### src/hdl/dls_pkg.sv
// Purpose: Shared constants and types for the decoder local register port.
// Assumes: Local register port runs on the bus clock, 32-bit data lanes.
// Notes:   Offsets are byte addresses inside the 4 kB local window.

package dls_pkg;

	// ----------------------------------------------------------------
	// Window and address layout
	// ----------------------------------------------------------------
	localparam int          WIN_ADDR_LSB  = 12;
	localparam int          REG_ADDR_MSB  = 11;
	localparam int          REG_ADDR_LSB  = 2;
	localparam logic [11:0] OFS_DEV_STAT  = 12'h000;
	localparam logic [11:0] OFS_E_CROP    = 12'h00c;
	localparam logic [11:0] OFS_O_CROP    = 12'h08c;

	// ----------------------------------------------------------------
	// Reset values
	// ----------------------------------------------------------------
	localparam logic [7:0]  RST_DEV_STAT  = 8'h00;
	localparam logic [7:0]  RST_CROP      = 8'h12;
	localparam logic [7:0]  RST_RW        = 8'h00;

	// ----------------------------------------------------------------
	// Device status bit positions
	// ----------------------------------------------------------------
	localparam int          BIT_PRESENT   = 7;
	localparam int          BIT_HLOCK     = 6;
	localparam int          BIT_FIELD     = 5;
	localparam int          BIT_FMT625    = 4;
	localparam int          BIT_RSVD      = 3;
	localparam int          BIT_PLL_UNLK  = 2;
	localparam int          BIT_LUMA_OVF  = 1;
	localparam int          BIT_CHROMA_OVF = 0;

	// ----------------------------------------------------------------
	// Status timing counts, in lines and fields
	// ----------------------------------------------------------------
	localparam logic [5:0]  NOSYNC_LINES  = 6'd31;
	localparam logic [5:0]  HLOCK_LINES   = 6'd32;
	localparam logic [5:0]  FMT_FIELDS    = 6'd32;

	// ----------------------------------------------------------------
	// Decoder status carrier
	// ----------------------------------------------------------------
	typedef struct packed {
		logic line_end;
		logic hsync_seen;
		logic hsync_on_time;
		logic field_even;
		logic field_end;
		logic field_625;
		logic pll_unlock;
		logic luma_ovf;
		logic chroma_ovf;
	} dls_dec_s;

endpackage

### src/hdl/dls_field_pair.sv
// Purpose: One register held as an even and an odd field copy.
// Assumes: Field indication is a level on the same clock.
// Notes:   The active copy follows the field indication with no delay.

`timescale 1ns/10ps
`default_nettype none

module dls_field_pair
	import dls_pkg::*;
#(
	parameter int         W     = 8,
	parameter logic [7:0] RST_V = 8'h00
) (
	input  wire logic         clk,
	input  wire logic         rst_n,
	input  wire logic         wr_even,
	input  wire logic         wr_odd,
	input  wire logic [W-1:0] wdata,
	input  wire logic         field_even,
	output logic      [W-1:0] even_q,
	output logic      [W-1:0] odd_q,
	output logic      [W-1:0] active
);

	// ----------------------------------------------------------------
	// Copies and field switch
	// ----------------------------------------------------------------
	always_ff @(posedge clk or negedge rst_n) begin
		if (!rst_n) begin
			even_q <= RST_V[W-1:0];
			odd_q  <= RST_V[W-1:0];
		end else begin
			if (wr_even) even_q <= wdata;
			if (wr_odd)  odd_q  <= wdata;
		end
	end

	assign active = field_even ? even_q : odd_q;
endmodule

`default_nettype wire

### src/hdl/dls_local_regs.sv
// Purpose: Local register port and device status register of the decoder.
// Assumes: Bus target logic presents one data phase per cycle on LR_SEL.
// Notes:   Read data returns one clock after the data phase is taken.

`timescale 1ns/10ps
`default_nettype none

module dls_local_regs
	import dls_pkg::*;
#(
	parameter int AW = 32
) (
	input  wire logic          CLK,
	input  wire logic          RESET_N,
	input  wire logic [AW-1:WIN_ADDR_LSB] MEM_BASE,
	input  wire logic          LR_SEL,
	input  wire logic          LR_WR,
	input  wire logic [AW-1:2] LR_ADDR,
	input  wire logic [3:0]    LR_BE_N,
	input  wire logic [31:0]   LR_WDATA,
	output logic      [31:0]   LR_RDATA,
	output logic               LR_RVALID,
	input  wire dls_dec_s      DEC_STATUS,
	output logic      [7:0]    CROP_ACTIVE,
	output logic      [7:0]    STATUS_OUT
);

	// ----------------------------------------------------------------
	// Address decode
	// ----------------------------------------------------------------
	wire        win_hit;
	wire        acc;
	wire        wr_acc;
	wire        rd_acc;
	wire        lane0_en;
	wire [11:0] byte_ofs;
	wire        sel_stat;
	wire        sel_ecrop;
	wire        sel_ocrop;
	wire        wr_stat;
	wire        wr_ecrop;
	wire        wr_ocrop;

	assign win_hit   = (LR_ADDR[AW-1:WIN_ADDR_LSB] == MEM_BASE);
	assign acc       = LR_SEL & win_hit;
	assign wr_acc    = acc & LR_WR;
	assign rd_acc    = acc & ~LR_WR;
	assign byte_ofs  = {LR_ADDR[REG_ADDR_MSB:REG_ADDR_LSB], 2'b00};
	assign lane0_en  = ~LR_BE_N[0];
	assign sel_stat  = (byte_ofs == OFS_DEV_STAT);
	assign sel_ecrop = (byte_ofs == OFS_E_CROP);
	assign sel_ocrop = (byte_ofs == OFS_O_CROP);
	assign wr_stat   = wr_acc & sel_stat & lane0_en;
	assign wr_ecrop  = wr_acc & sel_ecrop & lane0_en;
	assign wr_ocrop  = wr_acc & sel_ocrop & lane0_en;

	// ----------------------------------------------------------------
	// Per-line sync event capture
	// ----------------------------------------------------------------
	logic       seen_q;
	logic       seen_d;
	logic       ontime_q;
	logic       ontime_d;
	wire        line_seen;
	wire        line_ontime;

	assign line_seen   = seen_q | DEC_STATUS.hsync_seen;
	assign line_ontime = ontime_q | DEC_STATUS.hsync_on_time;
	assign seen_d      = DEC_STATUS.line_end ? 1'b0 : line_seen;
	assign ontime_d    = DEC_STATUS.line_end ? 1'b0 : line_ontime;

	always_ff @(posedge CLK or negedge RESET_N) begin
		if (!RESET_N) begin
			seen_q   <= 1'b0;
			ontime_q <= 1'b0;
		end else begin
			seen_q   <= seen_d;
			ontime_q <= ontime_d;
		end
	end

	// ----------------------------------------------------------------
	// Video present: count of lines without sync
	// ----------------------------------------------------------------
	logic [5:0] nosync_q;
	logic [5:0] nosync_d;
	wire        present;

	assign nosync_d = !DEC_STATUS.line_end ? nosync_q :
		line_seen ? 6'h00 :
		(nosync_q >= NOSYNC_LINES) ? NOSYNC_LINES :
		6'(nosync_q + 6'h01);
	assign present  = (nosync_q < NOSYNC_LINES);

	always_ff @(posedge CLK or negedge RESET_N) begin
		if (!RESET_N) begin
			nosync_q <= NOSYNC_LINES;
		end else begin
			nosync_q <= nosync_d;
		end
	end

	// ----------------------------------------------------------------
	// Horizontal lock with line hysteresis
	// ----------------------------------------------------------------
	logic       hlock_q;
	logic       hlock_d;
	logic [5:0] hl_cnt_q;
	logic [5:0] hl_cnt_d;
	wire        hl_differs;
	wire        hl_flip;

	assign hl_differs = (line_ontime != hlock_q);
	assign hl_flip    = DEC_STATUS.line_end & hl_differs &
		(hl_cnt_q == 6'(HLOCK_LINES - 6'h01));
	assign hl_cnt_d   = !DEC_STATUS.line_end ? hl_cnt_q :
		(!hl_differs || hl_flip) ? 6'h00 :
		6'(hl_cnt_q + 6'h01);
	assign hlock_d    = hl_flip ? ~hlock_q : hlock_q;

	always_ff @(posedge CLK or negedge RESET_N) begin
		if (!RESET_N) begin
			hlock_q  <= 1'b0;
			hl_cnt_q <= 6'h00;
		end else begin
			hlock_q  <= hlock_d;
			hl_cnt_q <= hl_cnt_d;
		end
	end

	// ----------------------------------------------------------------
	// Line format with field hysteresis
	// ----------------------------------------------------------------
	logic       fmt_q;
	logic       fmt_d;
	logic [5:0] fm_cnt_q;
	logic [5:0] fm_cnt_d;
	wire        fm_differs;
	wire        fm_flip;

	assign fm_differs = (DEC_STATUS.field_625 != fmt_q);
	assign fm_flip    = DEC_STATUS.field_end & fm_differs &
		(fm_cnt_q == 6'(FMT_FIELDS - 6'h01));
	assign fm_cnt_d   = !DEC_STATUS.field_end ? fm_cnt_q :
		(!fm_differs || fm_flip) ? 6'h00 :
		6'(fm_cnt_q + 6'h01);
	assign fmt_d      = fm_flip ? ~fmt_q : fmt_q;

	always_ff @(posedge CLK or negedge RESET_N) begin
		if (!RESET_N) begin
			fmt_q    <= 1'b0;
			fm_cnt_q <= 6'h00;
		end else begin
			fmt_q    <= fmt_d;
			fm_cnt_q <= fm_cnt_d;
		end
	end

	// ----------------------------------------------------------------
	// Field bit and sticky flags
	// ----------------------------------------------------------------
	logic       field_q;
	logic       pll_q;
	logic       pll_d;
	logic       luma_q;
	logic       luma_d;
	logic       chroma_q;
	logic       chroma_d;
	wire  [7:0] clr_mask;

	assign clr_mask = wr_stat ? LR_WDATA[7:0] : 8'h00;
	assign pll_d    = DEC_STATUS.pll_unlock |
		(pll_q & ~clr_mask[BIT_PLL_UNLK]);
	assign luma_d   = DEC_STATUS.luma_ovf |
		(luma_q & ~clr_mask[BIT_LUMA_OVF]);
	assign chroma_d = DEC_STATUS.chroma_ovf |
		(chroma_q & ~clr_mask[BIT_CHROMA_OVF]);

	always_ff @(posedge CLK or negedge RESET_N) begin
		if (!RESET_N) begin
			field_q  <= 1'b0;
			pll_q    <= 1'b0;
			luma_q   <= 1'b0;
			chroma_q <= 1'b0;
		end else begin
			field_q  <= DEC_STATUS.field_even;
			pll_q    <= pll_d;
			luma_q   <= luma_d;
			chroma_q <= chroma_d;
		end
	end

	// ----------------------------------------------------------------
	// Status word
	// ----------------------------------------------------------------
	wire [7:0] status_word;

	assign status_word = {present, hlock_q, field_q, fmt_q,
		1'b0, pll_q, luma_q, chroma_q};
	assign STATUS_OUT  = status_word;

	// ----------------------------------------------------------------
	// Field switched crop register
	// ----------------------------------------------------------------
	wire [7:0] ecrop;
	wire [7:0] ocrop;

	dls_field_pair #(
		.W     (8),
		.RST_V (RST_CROP)
	) u_crop (
		.clk        (CLK),
		.rst_n      (RESET_N),
		.wr_even    (wr_ecrop),
		.wr_odd     (wr_ocrop),
		.wdata      (LR_WDATA[7:0]),
		.field_even (field_q),
		.even_q     (ecrop),
		.odd_q      (ocrop),
		.active     (CROP_ACTIVE)
	);

	// ----------------------------------------------------------------
	// Read path
	// ----------------------------------------------------------------
	wire [7:0]  rd_byte;
	logic [31:0] rdata_q;
	logic [31:0] rdata_d;
	logic        rvalid_q;

	assign rd_byte = sel_stat  ? status_word :
		sel_ecrop ? ecrop :
		sel_ocrop ? ocrop :
		RST_RW;
	assign rdata_d = rd_acc ? {24'h000000, lane0_en ? rd_byte : 8'h00} :
		32'h00000000;

	always_ff @(posedge CLK or negedge RESET_N) begin
		if (!RESET_N) begin
			rdata_q  <= 32'h00000000;
			rvalid_q <= 1'b0;
		end else begin
			rdata_q  <= rdata_d;
			rvalid_q <= rd_acc;
		end
	end

	assign LR_RDATA  = rdata_q;
	assign LR_RVALID = rvalid_q;
endmodule

`default_nettype wire

### config.mk
export PLATFORM = sky130hd
export DESIGN_NAME = dls_local_regs
export DESIGN_NICKNAME = d
export VERILOG_FILES = /design/src/hdl/dls_pkg.sv /design/src/hdl/dls_field_pair.sv /design/src/hdl/dls_local_regs.sv
export SDC_FILE = /design/constraint.sdc
export NUM_CORES = 1
export LEC_CHECK = 0
export ABC_AREA = 0
export BUFFER_PORTS_ARGS = -buffer_cell sky130_fd_sc_hd__buf_2
export CORE_MARGIN = 2
export CORE_UTILIZATION = 45
export CTS_BUF_LIST = sky130_fd_sc_hd__clkbuf_8 sky130_fd_sc_hd__clkbuf_16
export CTS_CLUSTER_DIAMETER = 100
export DETAILED_ROUTE_END_ITERATION = 6
export GPL_ROUTABILITY_DRIVEN = 0
export PLACE_DENSITY = 0.9
export SYNTH_ARGS = -nofsm -noshare
export SYNTH_HDL_FRONTEND = slang
export SYNTH_SLANG_ARGS = --single-unit
### constraint.sdc
create_clock -name CLK -period 3.93 [get_ports CLK]
set_clock_uncertainty 0.05 [all_clocks]
set_input_delay 0.786 -clock CLK [delete_from_list [all_inputs] [get_ports CLK]]
set_output_delay 0.786 -clock CLK [all_outputs]
set_load 0.005 [all_outputs]
==> After elaboration in Yosys (flattened, before gate mapping) <==
Index checks and enable logic that the tools add are counted.
{ "totals": {"output_inout_bits": 49, "wordCells": 73, "mem_bits_rw": 0, "memories": 0, "romBits": 0, "in_bits": 99, "reg_bits": 75, "latch_bits": 0} }
{ "op_classes": {"n_mux": 13, "bitwise": 28, "n_eq_ne": 7, "order_cmp": 2, "n_mul": 0, "n_div": 0, "n_addsub": 3, "n_reduce_logical": 5, "shifts": 0} }
{ "ops": {"columns": ["operator", "n"], "rows": [
  ["8-bit two-way mux", 6],
  ["6-bit two-way mux", 4],
  ["20-bit == test", 1],
  ["6-bit by 1-bit adder with 6-bit output, second input constant", 3],
  ["1-bit bitwise AND", 16],
  ["6-bit by 5-bit == test with 1-bit output, second input constant", 2],
  ["12-bit logical NOT", 1],
  ["10-bit by 2-bit == test with 1-bit output, second input constant", 1],
  ["10-bit by 6-bit == test with 1-bit output, second input constant", 1],
  ["1-bit NOT", 7],
  ["6-bit by 5-bit >= comparator with 1-bit output, second input constant", 1],
  ["6-bit by 5-bit < comparator with 1-bit output, second input constant", 1],
  ["1-bit OR", 5],
  ["3-bit two-way mux", 1],
  ["1-bit logical NOT", 2],
  ["1-bit logical OR", 2],
  ["1-bit two-way mux", 2],
  ["1-bit != test", 2]
]} }

==> Longest topological paths before layout <==
Gate-level depths: netlist (run 1).
{ "depth": {"word_depth": 9, "depth_mapped": 7, "depth_no_buf": 6} }

==> Modules after synthesis <==
A second synthesis (run 1) with hierarchy kept.
{ "unflattened": {"hier_cells": 303, "hier_area_um2": 3125.5} }
{ "modules_own_cells": {"columns": ["mod", "area_each_um2", "cells_each", "seq_area_each_um2", "instances"], "rows": [
  ["dls_local_regs", 2326.0, 260, 882.1, 1],
  ["dls_field_pair", 799.5, 43, 405.4, 1]
]} }

==> Least setup slack after synthesis (run 1) <==
Ideal clock, no wire load.
{ "synth_path": {"kind": "input -> register", "from": "input MEM_BASE[21] in the netlist's numbering", "to": "register u_crop.even_q[0]", "slack_ns": 1.384, "path_buffers": 0, "t_arrival_ns": 2.371, "required_time_ns": 3.755, "setup_time_ns": 0.125, "path_stages": 5, "path_cell_list": "xor2_1 > nor4_2 > o2111ai_2 > nor4_4 > mux2_2"} }
{ "synth_between": {"elab_chain_cells": 5} }
{ "synth_rtl": {"columns": ["element", "line_no", "source"], "rows": [
  ["from (decl)", "dls_local_regs.sv:15", "input wire logic [AW-1:WIN_ADDR_LSB] MEM_BASE,"],
  ["20-bit == test", "dls_local_regs.sv:44", "assign win_hit = (LR_ADDR[AW-1:WIN_ADDR_LSB] == MEM_BASE);"],
  ["1-bit bitwise AND", "dls_local_regs.sv:45", "assign acc = LR_SEL & win_hit;"],
  ["1-bit bitwise AND", "dls_local_regs.sv:46", "assign wr_acc = acc & LR_WR;"],
  ["1-bit bitwise AND (2 in a row)", "dls_local_regs.sv:54", "assign wr_ecrop = wr_acc & sel_ecrop & lane0_en;"],
  ["to (signal assigned)", "dls_field_pair.sv:30", "even_q <= RST_V[W-1:0];"],
  ["to (signal assigned)", "dls_field_pair.sv:33", "if (wr_even) even_q <= wdata;"],
  ["to (decl)", "dls_field_pair.sv:20", "output logic [W-1:0] even_q,"]
]} }
Every way passes these cells.
A chain may end at the register's enable or synchronous reset.

==> Worst setup path after layout (run 1) <==
{ "layout_path": {"from": "input MEM_BASE[23] in the netlist's numbering", "to": "register u_crop.even_q[6]"} }
The elaborated chain is that of the path after synthesis.

==> results.yml, run 1 <==
clock_network:
  post_cts_resized: 0
  ctsHoldBuffers: 0
  clk-insertion-delay-late_ns: 0.30
  ctsRootBufferMaster: "clkbuf_8"
  cts.path.max_buffers: 2
  htreeDepth: 2
  clkTransAtPathRegs_ns: 0.08
  cts-buffers-inserted: 5
  cts_setup_buffers: 0
  cts_tree: "done"
  cts.sinks: 51
final_layout:
  insertedDiodeCount: 0
  area_growth_pct: 17.3
  drive_above_1_share: 0.409
  n_fill_cell: 583
  nets: 468
route:
  wirelength_mm: 6.40
  via_per_inst: 5.19
  vias: 2305
  drt_first_pass_iters: 4
  antenna_left: 0
  drt_iter0_drc: 72
  routedWlPerCell_um: 14.4
  drc: 0
flow_run:
  timing.max_cap.violations: 0
global_routing:
  grt_first_pass_wirelength_mm: 10.2
  grt_max_degree: 52
  gr-total-overflow: 0
  track_usage: 0.181
  grt_pass1_vias: 2298
  antenna_found_initial: 0
floorplanning:
  core-area_sq_um: 6310
  io_pins: 148
  num_rows: 29
  dieHeight_um: 84.4
  die-width_um: 84.4
  initial_core_util: 0.461
  die_area_sq_um: 7120
worst_setup_path:
  slowest_delay_ns: 0.71
  crit_path_top_delay_cell: "nor4_4"
  worst_setup_path_start_kind: "primary input"
  critPathRequiredTime_ns: 4.07
  crit_fanout: 8
  path_cells: "buf_2, xor2_1, a211oi_1, nand4_1, nor4_4, mux2_2"
  critPathKind: "in -> reg"
  crit_buf_inv: 1
  worstPathArrival_ns: 2.87
  path_delay_family: "simple AND/OR/NAND/NOR gates"
  end_kind: "register"
logic_synthesis:
  synth-simple-area-share: 0.144
  async_flop_share: 1.00
  synth_compound_area_frac: 0.0955
  yosys.area_share.adder: 0.0129
  syn_area_sq_um: 2910
  synth_flop_cell: "dfrtp_1"
  synth_edf_count: 0
  syn_avg_cell_area_sq_um: 10.5
  synth_mux_area_frac: 0.116
  synthXorXnorAreaFrac: 0.0843
  yosys_warnings: 0
  yosysSeqAreaShare: 0.443
  synth_top_family_by_area: "simple AND/OR/NAND/NOR gates"
  syn_inst: 277
  ys_ff_latch: 51
  yosysUniqueCellTypes: 40
power_and_ir_drop:
  powerDensity_nw_per_um2: 298
  peakVddDrop_v: 0.000120
  power.leakage_uw: 0.00171
sta:
  fin_hold_ws_ns: 0.456
  relSlewSlack: 0.256
  finalHoldViolCount: 0
  drv_slew: 0
  finalCritPeriodShare: 0.694
  worst_slack_ns: 1.20
  fin_crit_ns: 2.73
  rsz0062_at_grt: "no"
  finalSetupViolations: 0
  tightestPinTransition_ns: 1.12
  tns_ns: 0
  clock.fmax_mhz: 366
placed_design:
  port_buffers: 95
  place_ws_ns: 0.820
  dp_hpwl_mm: 4.93
hold_path:
  hp-class: "reg -> reg"
status:
  status: "completed"
final cells by class:
type,instances,area [sq um],share of cell area
timing repair buffer,98,498,0.146
clock buffer,5,68.8,0.0202
inverter,8,30.0,0.00881
tap,77,96.3,0.0283
clock inverter,3,12.5,0.00367
sequential,51,1290,0.378
multi-input combinational,202,1420,0.415
metrics by stage:
| stage | util | cells | power [uW] | instance area [sq um] |
|---|---|---|---|---|
| floorplan | - | 301 | 686 | 3000 |
| global placement | 0.527 | 436 | 729 | 3330 |
| detailed placement | 0.527 | 436 | 744 | 3330 |
| CTS | 0.540 | 444 | 1030 | 3410 |
| global route | 0.540 | 444 | 1080 | 3410 |
| finish | 0.540 | 444 | 1010 | 3410 |
sequential cells by signal, indices dropped and copies added (netlist names), 6 cells and up:
| register | cells |
|---|---|
| fm_cnt_q | 6 |
| nosync_q | 6 |
| u_crop.odd_q | 8 |
| hl_cnt_q | 6 |
| LR_RDATA | 8 |
| u_crop.even_q | 8 |
kinds of logic (layout without fill, tap and decap cells):
family / Yosys count / in the layout
flip-flops: 51 / 51
multiplexers: 30 / 30
AND/OR/NAND/NOR: 75 / 75
adder cells (fa/ha/maj): 3 / 3
other: 1 / 25
buffers and inverters: 48 / 114
XOR/XNOR: 28 / 28
AO/OA/AOI/OAI: 41 / 41
layout by cell type, fill, tap and decap left out, types with 2 or more instances in the layout:
cell type,instances
buf_2,95
dfrtp_1,42
mux2_2,28
nor2_1,26
conb_1,25
xor2_1,24
a21oi_1,11
nand2_1,11
inv_1,10
dfstp_2,9
nand3_1,7
o21ai_0,7
a22o_1,6
a22oi_1,6
nand4_1,5
and3_1,5
clkbuf_8,5
nor4_1,4
xnor2_1,4
nor3_1,3
nor4_2,3
a31oi_1,3
ha_1,3
buf_4,3
nor3b_1,2
nand2b_1,2
nor4_4,2
o21a_1,2
power breakdown:
part	total (uW)	switching, uW	internal [uW]
registers	582	28.0	554
logic	151	80.9	70.0
clock network	281	161	120
synthesized netlist by cell type (all sizes together) (3+ instances only):
master  count  area, sq um
a21oi      11         55.1
a22o        6         52.6
a22oi       6         45.0
a31oi       3         18.8
and3        5         31.3
buf        32          240
clkbuf      8         30.0
dfrtp      42         1050
dfstp       9          236
ha          3         37.5
inv         8         30.0
mux2       29          327
nand2      11         41.3
nand3       7         35.0
nand4       5         31.3
nor2       26         97.6
nor3        3         15.0
nor3b       3         27.5
nor4        9         98.8
o21ai       7         35.0
xnor2       4         35.0
xor2       24          210
layer usage:
metal  vias up  GRT usage  share of wire
met5         -          0              0
met4         0     0.0505         0.0089
met3         6     0.0423          0.066
met2       100      0.354           0.55
met1      1109      0.193           0.38
li1       1090          -              -
path summary, 6_finish.rpt:
path	slack, ns	depth (start not counted)	from	end
worst max-delay path	1.20	6	MEM_BASE[23]	u_crop.even_q[6]
worst min-delay path	0.46	2	ontime_q	ontime_q
worst max register to register	2.17	6	fm_cnt_q[0]	fm_cnt_q[4]
worst min register to register	0.46	2	ontime_q	ontime_q
max in group asynchronous	2.50	1	RESET_N	u_crop.odd_q[7]
min in group asynchronous	0.64	1	RESET_N	fm_cnt_q[2]
worst min-delay path, delay by kind of cell (launching register included):
family           cells  cell delay (ns)
DFF                  1             0.33
and+or+nand+nor      2             0.14
Power figures use the tool's default switching activity.
==> run 2, diff against run 1 <==
--- a/config.mk
+++ b/config.mk
@@ -5,15 +5,15 @@
 export SDC_FILE = /design/constraint.sdc
 export NUM_CORES = 1
 export LEC_CHECK = 0
-export ABC_AREA = 0
+export ABC_AREA = 1
 export BUFFER_PORTS_ARGS = -buffer_cell sky130_fd_sc_hd__buf_2
 export CORE_MARGIN = 2
-export CORE_UTILIZATION = 45
+export CORE_UTILIZATION = 43
 export CTS_BUF_LIST = sky130_fd_sc_hd__clkbuf_8 sky130_fd_sc_hd__clkbuf_16
 export CTS_CLUSTER_DIAMETER = 100
 export DETAILED_ROUTE_END_ITERATION = 6
 export GPL_ROUTABILITY_DRIVEN = 0
-export PLACE_DENSITY = 0.9
+export PLACE_DENSITY = 0.89
 export SYNTH_ARGS = -nofsm -noshare
 export SYNTH_HDL_FRONTEND = slang
 export SYNTH_SLANG_ARGS = --single-unit
==> constraint.sdc (replaced) <==
create_clock -name CLK -period 2.5 [get_ports CLK]
set_clock_uncertainty 0.05 [all_clocks]
set_input_delay 0.5 -clock CLK [delete_from_list [all_inputs] [get_ports CLK]]
set_output_delay 0.5 -clock CLK [all_outputs]
set_load 0.005 [all_outputs]
==> results.yml, run 2 <==
route:
  wirelength_mm: 7.32
  drt_iter0_drc: 136
  drc: 0
  drt_first_pass_iters: 4
  routedWlPerCell_um: 11.8
  vias: 2941
  antenna_left: 0
  via_per_inst: 4.74
logic_synthesis:
  netlist_top_cells_count: "nand2_1, inv_1, dfrtp_1, buf_4, nor2_1"
  synth_flop_cell: "dfrtp_1"
  yosys_warnings: 0
  syn_avg_cell_area_sq_um: 7.41
  synth_top_area_frac: 0.332
  synth_mux_area_frac: 0.00356
  synth_compound_area_frac: 0.0625
  yosysSeqAreaShare: 0.407
  synth-simple-area-share: 0.318
  netlist_top_cells_area: "dfrtp_1, nand2_1, buf_4"
  yosys.area_share.adder: 0.0119
  synthXorXnorAreaFrac: 0.0249
  async_flop_share: 1.00
  synth_top_family_by_area: "simple AND/OR/NAND/NOR gates"
  synth_edf_count: 0
  yosysMostFrequentCell: "nand2_1"
  yosysTopAreaCell: "dfrtp_1"
  syn_inst: 427
  ys_ff_latch: 51
  yosysUniqueCellTypes: 35
  syn_area_sq_um: 3160
floorplanning:
  die_area_sq_um: 8060
  io_pins: 148
  die-width_um: 89.8
  dieHeight_um: 89.8
  core-area_sq_um: 7180
  initial_core_util: 0.441
  num_rows: 31
hold_path:
  hp-class: "in -> async"
power_and_ir_drop:
  power.leakage_uw: 0.00208
  peakVddDrop_v: 0.000219
  powerDensity_nw_per_um2: 433
  total_power_uw: 1610
clock_network:
  cts.sinks: 51
  cts_tree: "done"
  clk-insertion-delay-late_ns: 0.29
  cts.path.max_buffers: 2
  cts-buffers-inserted: 5
  clkTransAtPathRegs_ns: 0.08
  ctsRootBufferMaster: "clkbuf_8"
  cts_setup_buffers: 0
  post_cts_resized: 0
  htreeDepth: 2
  ctsHoldBuffers: 0
worst_setup_path:
  crit_buf_inv: 2
  path_delay_family: "flip-flops"
  end_kind: "primary output"
  crit_fanout: 3
  crit_path_top_delay_cell: "dfstp_2"
  worst_setup_path_start_kind: "register"
  slowest_delay_ns: 0.54
  worstPathArrival_ns: 1.51
  critPathKind: "reg -> out"
  path_cells: "ha_1, nand2_1, nor2_1, nand2_1, inv_1, nor2_1, buf_2"
  critPathRequiredTime_ns: 1.95
global_routing:
  grt_pass1_vias: 2815
  antenna_found_initial: 0
  grt_first_pass_wirelength_mm: 12.3
  gr-total-overflow: 0
  grt_max_degree: 28
  track_usage: 0.183
sta:
  drv_slew: 0
  clock.fmax_mhz: 485
  finalCritPeriodShare: 0.824
  finalHoldViolCount: 0
  relSlewSlack: 0.610
  fin_crit_ns: 2.06
  tns_ns: 0
  rsz0062_at_grt: "no"
  finalSetupViolations: 0
  tightestPinTransition_ns: 0.585
flow_run:
  timing.max_cap.violations: 0
placed_design:
  placedCellCount: 612
  port_buffers: 95
  dp_hpwl_mm: 5.70
final_layout:
  insertedDiodeCount: 0
  final_cells: 620
  drive_above_1_share: 0.261
  nets: 622
  mostFrequentLayoutCell: "nand2_1"
  final_cell_mix: "nand2_1, buf_2, inv_1"
  area_growth_pct: 17.2
status:
  status: "completed"
-- run 2: routing by layer --
metal,GRT usage,wire length [um],part of all wire,vias to the layer above
met4,0.0423,90,0.012,0
met5,0,0,0,-
met2,0.349,3850,0.53,99
met1,0.209,2930,0.40,1359
li1,-,-,-,1473
met3,0.0360,448,0.061,10
-- run 2: power by group --
part           switching, uW  internal (uW)  total, uW
registers               21.5            854        876
logic                    136           95.2        231
clock network            250            249        499
total                    407           1200       1610
-- run 2: cell families (layout without fill, tap and decap cells) --
| logic type | count (synthesis) | in the layout |
|---|---|---|
| flops | 51 | 51 |
| other cells | 1 | 25 |
| xor+xnor | 9 | 9 |
| mux | 1 | 1 |
| buf+inv | 103 | 173 |
| simple gates | 222 | 222 |
| compound gates | 37 | 37 |
| fa+ha+maj | 3 | 3 |
-- run 2: path summary, 6_finish.rpt --
| kind | startpoint | end | slack [ns] | depth (start not counted) |
|---|---|---|---|---|
| min in group CLK | DEC_STATUS[5] | field_q | 0.27 | 1 |
| min | RESET_N | ontime_q | 0.15 | 1 |
| min reg2reg | u_crop.even_q[4] | u_crop.even_q[4] | 0.43 | 2 |
| max in group asynchronous | RESET_N | u_crop.even_q[4] | 1.63 | 2 |
| max reg2reg | hl_cnt_q[1] | hl_cnt_q[4] | 0.77 | 8 |
| max | nosync_q[0] | STATUS_OUT[7] | 0.44 | 7 |
-- run 2: layout make-up --
cell class / count / area (sq um)
clock buffer: 7 / 96.3
clock inverter: 1 / 3.75
fill: 686 / 3470
inverter: 64 / 240
multi-input combinational: 297 / 1420
sequential: 51 / 1290
tap: 99 / 124
timing repair buffer: 101 / 533
-- run 2: per-stage QoR --
stage | hold WS [ns] | utilization | setup WS (ns) | area [sq um]
2_1_floorplan | 0.154 | - | 0.853 | 3250
3_3_place_gp | 0.401 | 0.503 | 0.480 | 3610
3_5_place_dp | 0.409 | 0.503 | 0.463 | 3610
4_1_cts | 0.165 | 0.517 | 0.442 | 3710
5_1_grt | 0.189 | 0.517 | 0.338 | 3710
6_report | 0.150 | 0.517 | 0.439 | 3710
==> run 3, diff against run 2 <==
--- a/config.mk
+++ b/config.mk
@@ -5,15 +5,15 @@
 export SDC_FILE = /design/constraint.sdc
 export NUM_CORES = 1
 export LEC_CHECK = 0
-export ABC_AREA = 1
+export ABC_AREA = 0
 export BUFFER_PORTS_ARGS = -buffer_cell sky130_fd_sc_hd__buf_2
 export CORE_MARGIN = 2
-export CORE_UTILIZATION = 43
+export CORE_UTILIZATION = 41
 export CTS_BUF_LIST = sky130_fd_sc_hd__clkbuf_8 sky130_fd_sc_hd__clkbuf_16
 export CTS_CLUSTER_DIAMETER = 100
 export DETAILED_ROUTE_END_ITERATION = 6
 export GPL_ROUTABILITY_DRIVEN = 0
-export PLACE_DENSITY = 0.89
+export PLACE_DENSITY = 0.87
 export SYNTH_ARGS = -nofsm -noshare
 export SYNTH_HDL_FRONTEND = slang
 export SYNTH_SLANG_ARGS = --single-unit
==> constraint.sdc (replaced) <==
create_clock -name CLK -period 1.8 [get_ports CLK]
set_clock_uncertainty 0.05 [all_clocks]
set_input_delay 0.36 -clock CLK [delete_from_list [all_inputs] [get_ports CLK]]
set_output_delay 0.36 -clock CLK [all_outputs]
set_load 0.005 [all_outputs]
==> results.yml, run 3 (synthesized netlist as in run 1, its figures left out) <==
clock_network:
  clkTransAtPathRegs_ns: 0.09
  cts.path.max_buffers: 2
  cts.sinks: 51
  cts_tree: "done"
  htreeDepth: 2
  ctsRootBufferMaster: "clkbuf_8"
  cts-buffers-inserted: 5
  clk-insertion-delay-late_ns: 0.30
final_layout:
  mostFrequentLayoutCell: "buf_2"
  multiInputGateArea_sq_um: 1580
  final_cells: 487
  nets: 492
  area_growth_pct: 32.8
  final_cell_mix: "buf_2, dfrtp_1, conb_1"
  drive_above_1_share: 0.481
  insertedDiodeCount: 0
  final-seq-area_sq_um: 1290
  n_fill_cell: 591
route:
  drt_iter0_drc: 110
  wirelength_mm: 6.95
  antenna_left: 0
  vias: 2420
  drc: 0
  drt_first_pass_iters: 4
  via_per_inst: 4.97
  routedWlPerCell_um: 14.3
power_and_ir_drop:
  powerDensity_nw_per_um2: 597
  peakVddDrop_v: 0.000388
  total_power_uw: 2300
  power.leakage_uw: 0.00187
global_routing:
  use_met1: 0.225
  antenna_found_initial: 0
  grt_pass1_vias: 2476
  grt.busiest_layer: "met2"
  grt_max_degree: 24
  grt_first_pass_wirelength_mm: 11.3
  gr-total-overflow: 0
  track_usage: 0.187
  global_route.usage.met2: 0.340
  grt_util_met3: 0.0345
placed_design:
  place_ws_ns: -0.504
  port_buffers: 95
  placedCellCount: 473
  dp_hpwl_mm: 5.20
sta:
  drv_slew: 0
  fin_crit_ns: 1.88
  finalCritPeriodShare: 1.05
  worst_slack_ns: -0.0812
  rsz0062_at_grt: "yes"
  finalHoldViolCount: 0
  finalSetupViolations: 27
  clock.fmax_mhz: 532
floorplanning:
  initial_core_util: 0.426
  num_rows: 30
  dieHeight_um: 88.2
  io_pins: 148
  die_area_sq_um: 7780
  die-width_um: 88.2
  core-area_sq_um: 6830
worst_setup_path:
  end_kind: "register"
  slowest_delay_ns: 0.35
  crit_path_frequent_cell: "buf_4"
  worst_setup_path_start_kind: "primary input"
  crit_path_top_delay_cell: "nor4_2"
  crit_fanout: 3
  critPathRequiredTime_ns: 1.94
  path_cells: "buf_6, xor2_1, nor4_2, o2111ai_2, buf_4, nor4_4, buf_4, mux2_4"
  critPathKind: "in -> reg"
  worstPathArrival_ns: 2.02
status:
  violations: "negative setup slack"
  status: "finished with violations"
hold_path:
  hp-class: "in -> reg"
flow_run:
  timing.max_cap.violations: 0
## run 3: routing by layer
metal  vias up  routed length [um]
li1       1142                   -
met1      1165                2770
met2       104                3640
met3         9                 431
met4         0                 115
met5         -                   0
## run 3: where the power goes
group	total (uW)	internal [uW]	switching, uW
clock	667	305	362
combinational	364	179	185
sequential	1270	1210	62.5
total	2300	1690	609
## run 3: area by class of cell
type,count,share of cell area
inverters,8,0.00778
clock inverters,2,0.00227
repair buffers,122,0.195
flip-flops and latches,51,0.334
clock buffers,6,0.0214
multi-input cells,202,0.409
well taps,96,0.0311
## run 3: critical path: cells and delay by family
kind            cells  cell delay (ns)
simple gates        2             0.53
buf+inv             3             0.47
mux                 1             0.29
compound gates      1             0.21
xor+xnor            1             0.15
## run 3: path summary, 6_finish.rpt
check | cells after the start | endpoint | slack, ns | from
max in group asynchronous | 3 | u_crop.even_q[4] | 0.64 | RESET_N
max | 8 | u_crop.even_q[6] | -0.08 | MEM_BASE[12]
min reg2reg | 2 | ontime_q | 0.46 | ontime_q
min in group asynchronous | 2 | fm_cnt_q[1] | 0.47 | RESET_N
max reg2reg | 5 | hl_cnt_q[2] | 0.26 | hl_cnt_q[0]
min | 1 | field_q | 0.11 | DEC_STATUS[5]
## run 3: stage by stage
step,utilization,setup TNS (ns),hold slack [ns],area [sq um]
after floorplan,-,-5.17,0.0144,3020
after global placement,0.513,-10.33,0.246,3500
after detailed placement,0.513,-11.43,0.250,3500
after CTS,0.551,-1.42,0.0982,3760
after global routing,0.565,-3.32,0.0931,3860
final,0.565,-1.37,0.113,3860
## run 3: what timing repair did
action,CTS,global route
endpoints found under the setup margin,36,37
resized for setup,32,19
hold buffers,1,0
buffers inserted,2,3
pin swaps,10,6
hold endpoints to repair,12,0
cloned,0,0
